<file path="config.mk">
export PLATFORM = sky130hd
export DESIGN_NAME = rx_header_trailer_capture
export DESIGN_NICKNAME = d
export VERILOG_FILES = /design/src/rxcap_pkg.sv /design/src/rx_header_trailer_capture.sv /design/src/rxcap_word_reg.sv
export VERILOG_INCLUDE_DIRS = /design/src
export SDC_FILE = /design/constraint.sdc
export NUM_CORES = 1
export LEC_CHECK = 0
export ABC_CLOCK_PERIOD_IN_PS = 3980
export BUFFER_PORTS_ARGS = -buffer_cell sky130_fd_sc_hd__buf_2
export CAP_MARGIN = 20
export CORE_UTILIZATION = 25
export CTS_CLUSTER_DIAMETER = 200
export DETAILED_ROUTE_END_ITERATION = 10
export SETUP_SLACK_MARGIN = 0.2
export SLEW_MARGIN = 20
export SYNTH_ARGS = -nofsm -noshare
export SYNTH_HDL_FRONTEND = slang
export SYNTH_SLANG_ARGS = --single-unit
export TNS_END_PERCENT = 100
</file>
<file path="constraint.sdc">
create_clock -name clk_in -period 3.98 [get_ports clk_in]
set_input_delay 0.796 -clock clk_in [delete_from_list [all_inputs] [get_ports clk_in]]
set_output_delay 0.796 -clock clk_in [all_outputs]
set_load 0.02 [all_outputs]
</file>
<file path="src/rxcap_defines.svh">
// Register offsets, field positions and reset values for the receive
// header/trailer capture bank. Included by the capture bank only; its
// testbench uses literal values; definitions only.
`ifndef RXCAP_DEFINES_SVH
`define RXCAP_DEFINES_SVH

// Byte offsets on the register port
`define RXCAP_OFS_DMA_CTRL   8'h90
`define RXCAP_OFS_STATUS     8'h94
`define RXCAP_OFS_HDR_COUNT  8'h98
`define RXCAP_OFS_HDR0       8'hd0
`define RXCAP_OFS_HDR1       8'hd4
`define RXCAP_OFS_HDR2       8'hd8
`define RXCAP_OFS_HDR3       8'hdc
`define RXCAP_OFS_TRAILER    8'he0

// Control bit positions (bit n is data bit n)
`define RXCAP_BIT_STRIP_EN   27

// Trailer field positions
`define RXCAP_SPD_LO         14
`define RXCAP_SPD_HI         15
`define RXCAP_FILL_LO        22
`define RXCAP_FILL_HI        23
`define RXCAP_ACK_LO         28
`define RXCAP_ACK_HI         31
`define RXCAP_TRAILER_MASK   32'hf0c0_c000

// Status bit positions
`define RXCAP_ST_HDR_FRESH_LO 0
`define RXCAP_ST_HDR_FRESH_HI 3
`define RXCAP_ST_TRL_FRESH   4
`define RXCAP_ST_OVERRUN     8

// Reset values
`define RXCAP_RESET_WORD     32'h0000_0000
`define RXCAP_RESET_COUNT    16'h0000

`endif

</file>
<file path="src/rxcap_pkg.sv">
// Types shared by the receive capture bank and its surroundings:
// the quadlet, and the code sets carried in the trailer.
package rxcap_pkg;

  typedef logic [31:0] quadlet_t;

  typedef enum logic [1:0] {
    speed_100  = 2'h0,
    speed_200  = 2'h1,
    speed_400  = 2'h2,
    speed_none = 2'h3
  } rx_speed_e;

  typedef enum logic [1:0] {
    fill_none  = 2'h0,
    fill_three = 2'h1,
    fill_two   = 2'h2,
    fill_one   = 2'h3
  } zero_fill_e;

  typedef enum logic [3:0] {
    ack_rsvd_0         = 4'h0,
    ack_complete       = 4'h1,
    ack_pending        = 4'h2,
    ack_rsvd_3         = 4'h3,
    ack_busy_x         = 4'h4,
    ack_busy_a         = 4'h5,
    ack_busy_b         = 4'h6,
    ack_tardy          = 4'hb,
    ack_conflict_error = 4'hc,
    ack_data_error     = 4'hd,
    ack_type_error     = 4'he,
    ack_address_error  = 4'hf
  } ack_code_e;

endpackage

</file>
<file path="src/rx_header_trailer_capture.sv">
// Receive header and trailer capture bank with its register port.
// Assumes the receive packet path runs on clk_in and presents one
// header quadlet or one trailer per strobe; the host uses the plain
// register port with read data one cycle after the read strobe.
`timescale 1ns/10ps
`include "rxcap_defines.svh"
module rx_header_trailer_capture #(
  parameter int ADDR_W = 8,
  parameter int CNT_W  = 16
) (
  // Clock and reset
  input  wire logic                  clk_in,
  input  wire logic                  rst_n_in,
  // Register port
  input  wire logic [ADDR_W-1:0]     addr_in,
  input  wire rxcap_pkg::quadlet_t   wr_data_in,
  input  wire logic                  wr_en_in,
  input  wire logic                  rd_en_in,
  output rxcap_pkg::quadlet_t        rd_data_out,
  // Stripped header quadlets from the receive path
  input  wire logic                  hdr_valid_in,
  input  wire logic [1:0]            hdr_index_in,
  input  wire rxcap_pkg::quadlet_t   hdr_data_in,
  // Trailer from the receive path
  input  wire logic                  trl_valid_in,
  input  wire rxcap_pkg::rx_speed_e  trl_speed_in,
  input  wire rxcap_pkg::zero_fill_e trl_fill_in,
  input  wire rxcap_pkg::ack_code_e  trl_ack_in,
  // Status toward the receive path and host logic
  output logic                       strip_enable_out,
  output logic                       hdr_complete_out
);
  import rxcap_pkg::*;

  localparam int NWORDS = 4;

  // Address decode
  wire hit_ctrl;
  wire hit_status;
  wire hit_count;
  wire hit_trailer;
  wire [NWORDS-1:0] hit_hdr;

  assign hit_ctrl    = (addr_in == ADDR_W'(`RXCAP_OFS_DMA_CTRL));
  assign hit_status  = (addr_in == ADDR_W'(`RXCAP_OFS_STATUS));
  assign hit_count   = (addr_in == ADDR_W'(`RXCAP_OFS_HDR_COUNT));
  assign hit_trailer = (addr_in == ADDR_W'(`RXCAP_OFS_TRAILER));
  assign hit_hdr[0]  = (addr_in == ADDR_W'(`RXCAP_OFS_HDR0));
  assign hit_hdr[1]  = (addr_in == ADDR_W'(`RXCAP_OFS_HDR1));
  assign hit_hdr[2]  = (addr_in == ADDR_W'(`RXCAP_OFS_HDR2));
  assign hit_hdr[3]  = (addr_in == ADDR_W'(`RXCAP_OFS_HDR3));

  wire hit_any;
  assign hit_any = hit_ctrl | hit_status | hit_count | hit_trailer
                 | (|hit_hdr);

  // Write strobes; the capture words and the trailer have none,
  // so host writes there are dropped without effect.
  wire wr_ctrl;
  wire wr_status;
  assign wr_ctrl   = wr_en_in & hit_ctrl;
  assign wr_status = wr_en_in & hit_status;

  // Control register: only the strip enable bit is implemented
  logic strip_en_reg;
  logic strip_en_next;

  assign strip_en_next = wr_ctrl ? wr_data_in[`RXCAP_BIT_STRIP_EN]
                                 : strip_en_reg;

  always_ff @(posedge clk_in) begin
    if (!rst_n_in) begin
      strip_en_reg <= 1'b0;
    end else begin
      strip_en_reg <= strip_en_next;
    end
  end

  assign strip_enable_out = strip_en_reg;

  // Header capture
  wire                  hdr_take;
  wire [NWORDS-1:0]     hdr_load;
  quadlet_t             hdr_word [NWORDS];

  // Quadlets offered while stripping is off are not stored at all
  assign hdr_take = hdr_valid_in & strip_en_reg;

  genvar gi;
  generate
    for (gi = 0; gi < NWORDS; gi++) begin : g_hdr
      // Quadlet n of the header goes to word n
      assign hdr_load[gi] = hdr_take
                          & (hdr_index_in == 2'(gi));
      rxcap_word_reg #(
        .W     (32),
        .RESET (`RXCAP_RESET_WORD)
      ) u_hdr_word (
        .clk_in   (clk_in),
        .rst_n_in (rst_n_in),
        .load_in  (hdr_load[gi]),
        .d_in     (hdr_data_in),
        .q_out    (hdr_word[gi])
      );
    end
  endgenerate

  // Trailer capture; only the defined fields are assembled, so the
  // reserved bits of the stored word are constant zero.
  quadlet_t trl_assembled;
  quadlet_t trl_word;

  always_comb begin
    trl_assembled = `RXCAP_RESET_WORD;
    trl_assembled[`RXCAP_SPD_HI:`RXCAP_SPD_LO]   = trl_speed_in;
    trl_assembled[`RXCAP_FILL_HI:`RXCAP_FILL_LO] = trl_fill_in;
    trl_assembled[`RXCAP_ACK_HI:`RXCAP_ACK_LO]   = trl_ack_in;
  end

  rxcap_word_reg #(
    .W     (32),
    .RESET (`RXCAP_RESET_WORD)
  ) u_trl_word (
    .clk_in   (clk_in),
    .rst_n_in (rst_n_in),
    .load_in  (trl_valid_in),
    .d_in     (trl_assembled & `RXCAP_TRAILER_MASK),
    .q_out    (trl_word)
  );

  // Freshness tracking so the host can tell a filled word from a
  // stale one. A word goes fresh when loaded and stale when read;
  // a load in the same cycle as the read wins.
  wire [NWORDS-1:0] hdr_read;
  wire              trl_read;
  logic [NWORDS-1:0] hdr_fresh_reg;
  logic [NWORDS-1:0] hdr_fresh_next;
  logic              trl_fresh_reg;
  logic              trl_fresh_next;

  assign hdr_read = {NWORDS{rd_en_in}} & hit_hdr;
  assign trl_read = rd_en_in & hit_trailer;

  assign hdr_fresh_next = hdr_load | (hdr_fresh_reg & ~hdr_read);
  assign trl_fresh_next = trl_valid_in | (trl_fresh_reg & ~trl_read);

  always_ff @(posedge clk_in) begin
    if (!rst_n_in) begin
      hdr_fresh_reg <= '0;
      trl_fresh_reg <= 1'b0;
    end else begin
      hdr_fresh_reg <= hdr_fresh_next;
      trl_fresh_reg <= trl_fresh_next;
    end
  end

  // Overrun: a quadlet replaced a word the host had not read yet.
  // The host loses the old value; the flag is the only trace left.
  wire overrun_event;
  wire overrun_clear;
  logic overrun_reg;
  logic overrun_next;

  assign overrun_event = |(hdr_load & hdr_fresh_reg & ~hdr_read);
  assign overrun_clear = wr_status & wr_data_in[`RXCAP_ST_OVERRUN];
  assign overrun_next  = overrun_event
                       | (overrun_reg & ~overrun_clear);

  always_ff @(posedge clk_in) begin
    if (!rst_n_in) begin
      overrun_reg <= 1'b0;
    end else begin
      overrun_reg <= overrun_next;
    end
  end

  // Loads of header word 3 since reset; counts on the last quadlet even when words 0 to 2 were not loaded
  logic [CNT_W-1:0] hdr_count_reg;
  logic [CNT_W-1:0] hdr_count_next;

  assign hdr_count_next = hdr_load[NWORDS-1]
                        ? CNT_W'(hdr_count_reg + 1'b1)
                        : hdr_count_reg;

  always_ff @(posedge clk_in) begin
    if (!rst_n_in) begin
      hdr_count_reg <= CNT_W'(`RXCAP_RESET_COUNT);
    end else begin
      hdr_count_reg <= hdr_count_next;
    end
  end

  assign hdr_complete_out = &hdr_fresh_reg;

  // Read-back words
  quadlet_t ctrl_rd;
  quadlet_t status_rd;
  quadlet_t count_rd;

  always_comb begin
    ctrl_rd = '0;
    ctrl_rd[`RXCAP_BIT_STRIP_EN] = strip_en_reg;
  end

  always_comb begin
    status_rd = '0;
    status_rd[`RXCAP_ST_HDR_FRESH_HI:`RXCAP_ST_HDR_FRESH_LO] =
      hdr_fresh_reg;
    status_rd[`RXCAP_ST_TRL_FRESH] = trl_fresh_reg;
    status_rd[`RXCAP_ST_OVERRUN]   = overrun_reg;
  end

  assign count_rd = 32'(hdr_count_reg);

  // Read select; unmapped offsets answer zero
  wire quadlet_t rd_sel;
  assign rd_sel = ({32{hit_ctrl}}    & ctrl_rd)
                | ({32{hit_status}}  & status_rd)
                | ({32{hit_count}}   & count_rd)
                | ({32{hit_hdr[0]}}  & hdr_word[0])
                | ({32{hit_hdr[1]}}  & hdr_word[1])
                | ({32{hit_hdr[2]}}  & hdr_word[2])
                | ({32{hit_hdr[3]}}  & hdr_word[3])
                | ({32{hit_trailer}} & trl_word);

  wire quadlet_t rd_next;
  assign rd_next = (rd_en_in & hit_any) ? rd_sel : '0;

  // Read data is valid only in the cycle after the strobe
  always_ff @(posedge clk_in) begin
    if (!rst_n_in) begin
      rd_data_out <= '0;
    end else begin
      rd_data_out <= rd_next;
    end
  end

endmodule

</file>
<file path="src/rxcap_word_reg.sv">
// One capture register with a load enable.
// Assumes a synchronous active-low reset on the same clock.
`timescale 1ns/10ps
module rxcap_word_reg #(
  parameter int           W     = 32,
  parameter logic [W-1:0] RESET = '0
) (
  // Clock and reset
  input  wire logic         clk_in,
  input  wire logic         rst_n_in,
  // Load port
  input  wire logic         load_in,
  input  wire logic [W-1:0] d_in,
  output logic      [W-1:0] q_out
);

  // No bus-reset input on purpose: only the core reset clears it
  always_ff @(posedge clk_in) begin
    if (!rst_n_in) begin
      q_out <= RESET;
    end else if (load_in) begin
      q_out <= d_in;
    end
  end

endmodule

</file>
==> flow_summary.json <==
{
  "largest_reg_flops": 128,
  "path_clk_slew_ns": 0.07,
  "p_per_area_mw_per_mm2": 408,
  "rsz0062_at_grt": "false",
  "worstHoldStart": "g_hdr[3].u_hdr_word.q_out[6]",
  "synth_cell_types": 46,
  "slew_headroom_pct": 32.5,
  "grt.overflow.total": 0,
  "drt_iter0_markers": 598,
  "wl_per_cell_um": 16.1,
  "synth_cells": 930,
  "worst_pin_slew_ns": 1.01,
  "dieArea_sq_mm": 0.0308,
  "p_int_mw": 2.78,
  "timing_hold_violations_final": 0,
  "period_share_pct": 58.3,
  "syn_nets": 1019,
  "setup_violations": 0,
  "min_path_type": "reg2reg",
  "antenna_found_initial": 10,
  "finClkSkew_ns": 0.00847,
  "drc": 0,
  "power_frac_seq_pct": 52.1,
  "status": "finished, final reports clean",
  "synth_edf_count": 0,
  "ys_seq_elements": 191,
  "synth_top_cell_by_area": "dfxtp_1",
  "vias": 6676,
  "io_pins": 122,
  "cts.sinks": 191,
  "nFillCells": 3207,
  "whs_ns": 0.455,
  "p_sw_share_pct": 24.5,
  "worstPathRequired_ns": 4.34,
  "synth.top_cell.area_share_pct": 50.7,
  "cts_buffers": 17,
  "fmax_mhz": 431,
  "dp_hpwl_mm": 14.8,
  "yosys-top-cells-area": "dfxtp_1 (51%), nand2_1 (14%), a21oi_1 (11%)",
  "cts_tree": "done",
  "gr-usage-all-layers_pct": 14.7,
  "avgSynthCellArea_sq_um": 8.10,
  "die_height_um": 176,
  "drive_gt1_share_pct": 15.7,
  "critPathKind": "in2reg",
  "ctsHoldBuffers": 0,
  "drtPass1Iterations": 5,
  "netlist_area_sq_mm": 0.00754,
  "path_max_fanout": 12,
  "drv_cap": 0,
  "initial_core_util_pct": 25.4,
  "end_kind": "register",
  "crit_arrival_ns": 2.68,
  "ff2ff_setup_slack_ns": 1.89,
  "cts_resized": 0,
  "tns_ns": 0,
  "rr_startpoint": "strip_enable_out",
  "synth.most_common_cell": "nand2_1",
  "multi_input_area_sq_mm": 0.00345,
  "synth_flop_cell": "dfxtp_1",
  "p_comb_share_pct": 3.6,
  "seq_area_sq_mm": 0.00382,
  "slew_violations": 0,
  "grt_max_degree": 75,
  "worstSetupStartpointType": "input port",
  "clockBufferDepth": 2,
  "r2r_cells": 6,
  "p_clk_share_pct": 44.3,
  "ant_nets": 0,
  "hold_depth": 2,
  "async_flop_share_pct": 0,
  "syn2layout_area_growth_pct": 19.7,
  "fp.coreArea_sq_mm": 0.0296,
  "port_buffers": 91,
  "p_switching_mw": 0.901,
  "insertion_delay_ns": 0.44,
  "grt_pass1_vias": 6114,
  "grt_pass1_wl_mm": 34.9,
  "wl_mm": 22.6,
  "gp_congestion": 0.826,
  "post_drt_via_cell_ratio": 4.76,
  "yosysWarnings": 0,
  "root_buffer": "clkbuf_16",
  "power_leakage_nw": 3.06,
  "min_to": "g_hdr[3].u_hdr_word.q_out[6]",
  "die_w_um": 176,
  "vdd_drop_max_v": 0.000210,
  "ys_seq_area_share_pct": 50.7,
  "nNetsFinal": 1082,
  "row_count": 63,
  "cts-htree-levels": 4,
  "fin_crit_ns": 2.32,
  "cts_setup_buffers": 0,
  "timing.rr.end": "hdr_count_reg[15]",
  "netlist_top_cells_count": "nand2_1 (286), dfxtp_1 (191), a21oi_1 (170)"
}
critical path: stages:
cell,delay (ns)
buf_2,0.20
nor4bb_4,0.81
buf_4,0.34
a22o_1,0.14
o21ai_0,0.20
a21oi_1,0.19
layout make-up:
| class | instances | share of cell area, % |
|---|---|---|
| Multi-Input combinational cell | 663 | 38.3 |
| Clock buffer | 18 | 4.76 |
| Inverter | 5 | 0.236 |
| Antenna cell | 6 | 0.166 |
| Tap cell | 390 | 5.41 |
| Clock inverter | 14 | 1.43 |
| Sequential cell | 191 | 42.4 |
| Timing Repair Buffer | 115 | 7.32 |
worst max path at each step:
| stage | start | to | slack (ns) | cells after the start |
|---|---|---|---|---|
| global route | addr_in[2] | rd_data_out[9] | 1.60 | 6 |
| finish | addr_in[2] | rd_data_out[7] | 1.66 | 6 |
| global placement | addr_in[2] | rd_data_out[7] | 1.25 | 6 |
| floorplan | hdr_valid_in | hdr_count_reg[15] | 1.92 | 4 |
| detailed placement | addr_in[2] | rd_data_out[7] | 1.24 | 6 |
| CTS | addr_in[2] | rd_data_out[7] | 1.70 | 6 |
logic make-up (layout without fill, tap and decap cells):
logic type | count (synthesis) | in the layout | share of synthesized area (%)
xor+xnor | 9 | 9 | 1.05
flops | 191 | 191 | 50.7
fa+ha+maj | 1 | 1 | 0.166
buf+inv | 76 | 152 | 3.95
simple gates | 367 | 367 | 20.8
compound gates | 276 | 276 | 21.9
mux | 10 | 10 | 1.34
other cells | 0 | 6 | 0
cell usage in the layout, fill, tap and decap left out, drive strengths merged, types with 7 or more instances in the layout:
cell type,synthesis,routed
buf,17,115
clkbuf,54,18
nand4,7,7
dfxtp,191,191
a22oi,19,19
a21oi,170,170
nor2,24,24
inv,4,11
nand2,286,286
mux2i,9,9
o21ai,27,27
a22o,52,52
nand3,15,15
clkinv,1,7
power by group through the flow:
stage          Sequential, mW  Combinational (mW)  Clock (mW)
6_report                 1.92               0.134        1.63
3_5_place_dp             1.96               0.133           0
4_1_cts                  1.92               0.133        1.66
2_1_floorplan            1.96              0.0543           0
5_1_grt                  1.92               0.144        1.74
3_3_place_gp             1.96               0.131           0
metrics by stage:
step	area [sq um]	setup WS [ns]	util, %	cells	total power, mW
6_report	9020	1.66	30.4	1402	3.68
5_1_grt	9000	1.60	30.4	1396	3.81
4_1_cts	9000	1.70	30.4	1396	3.71
3_5_place_dp	8450	1.24	28.5	1364	2.10
3_3_place_gp	8450	1.25	28.5	1364	2.09
2_1_floorplan	7540	1.92	-	930	2.02
routing by layer:
metal	track usage [%]	vias to the layer above	routed length, um
met3	4.65	28	1790
met4	4.35	8	299
li1	-	3319	-
met5	0	-	58
met1	18.4	3130	9820
met2	24.2	191	10600
Note: power is estimated with default switching activity, not from simulation.
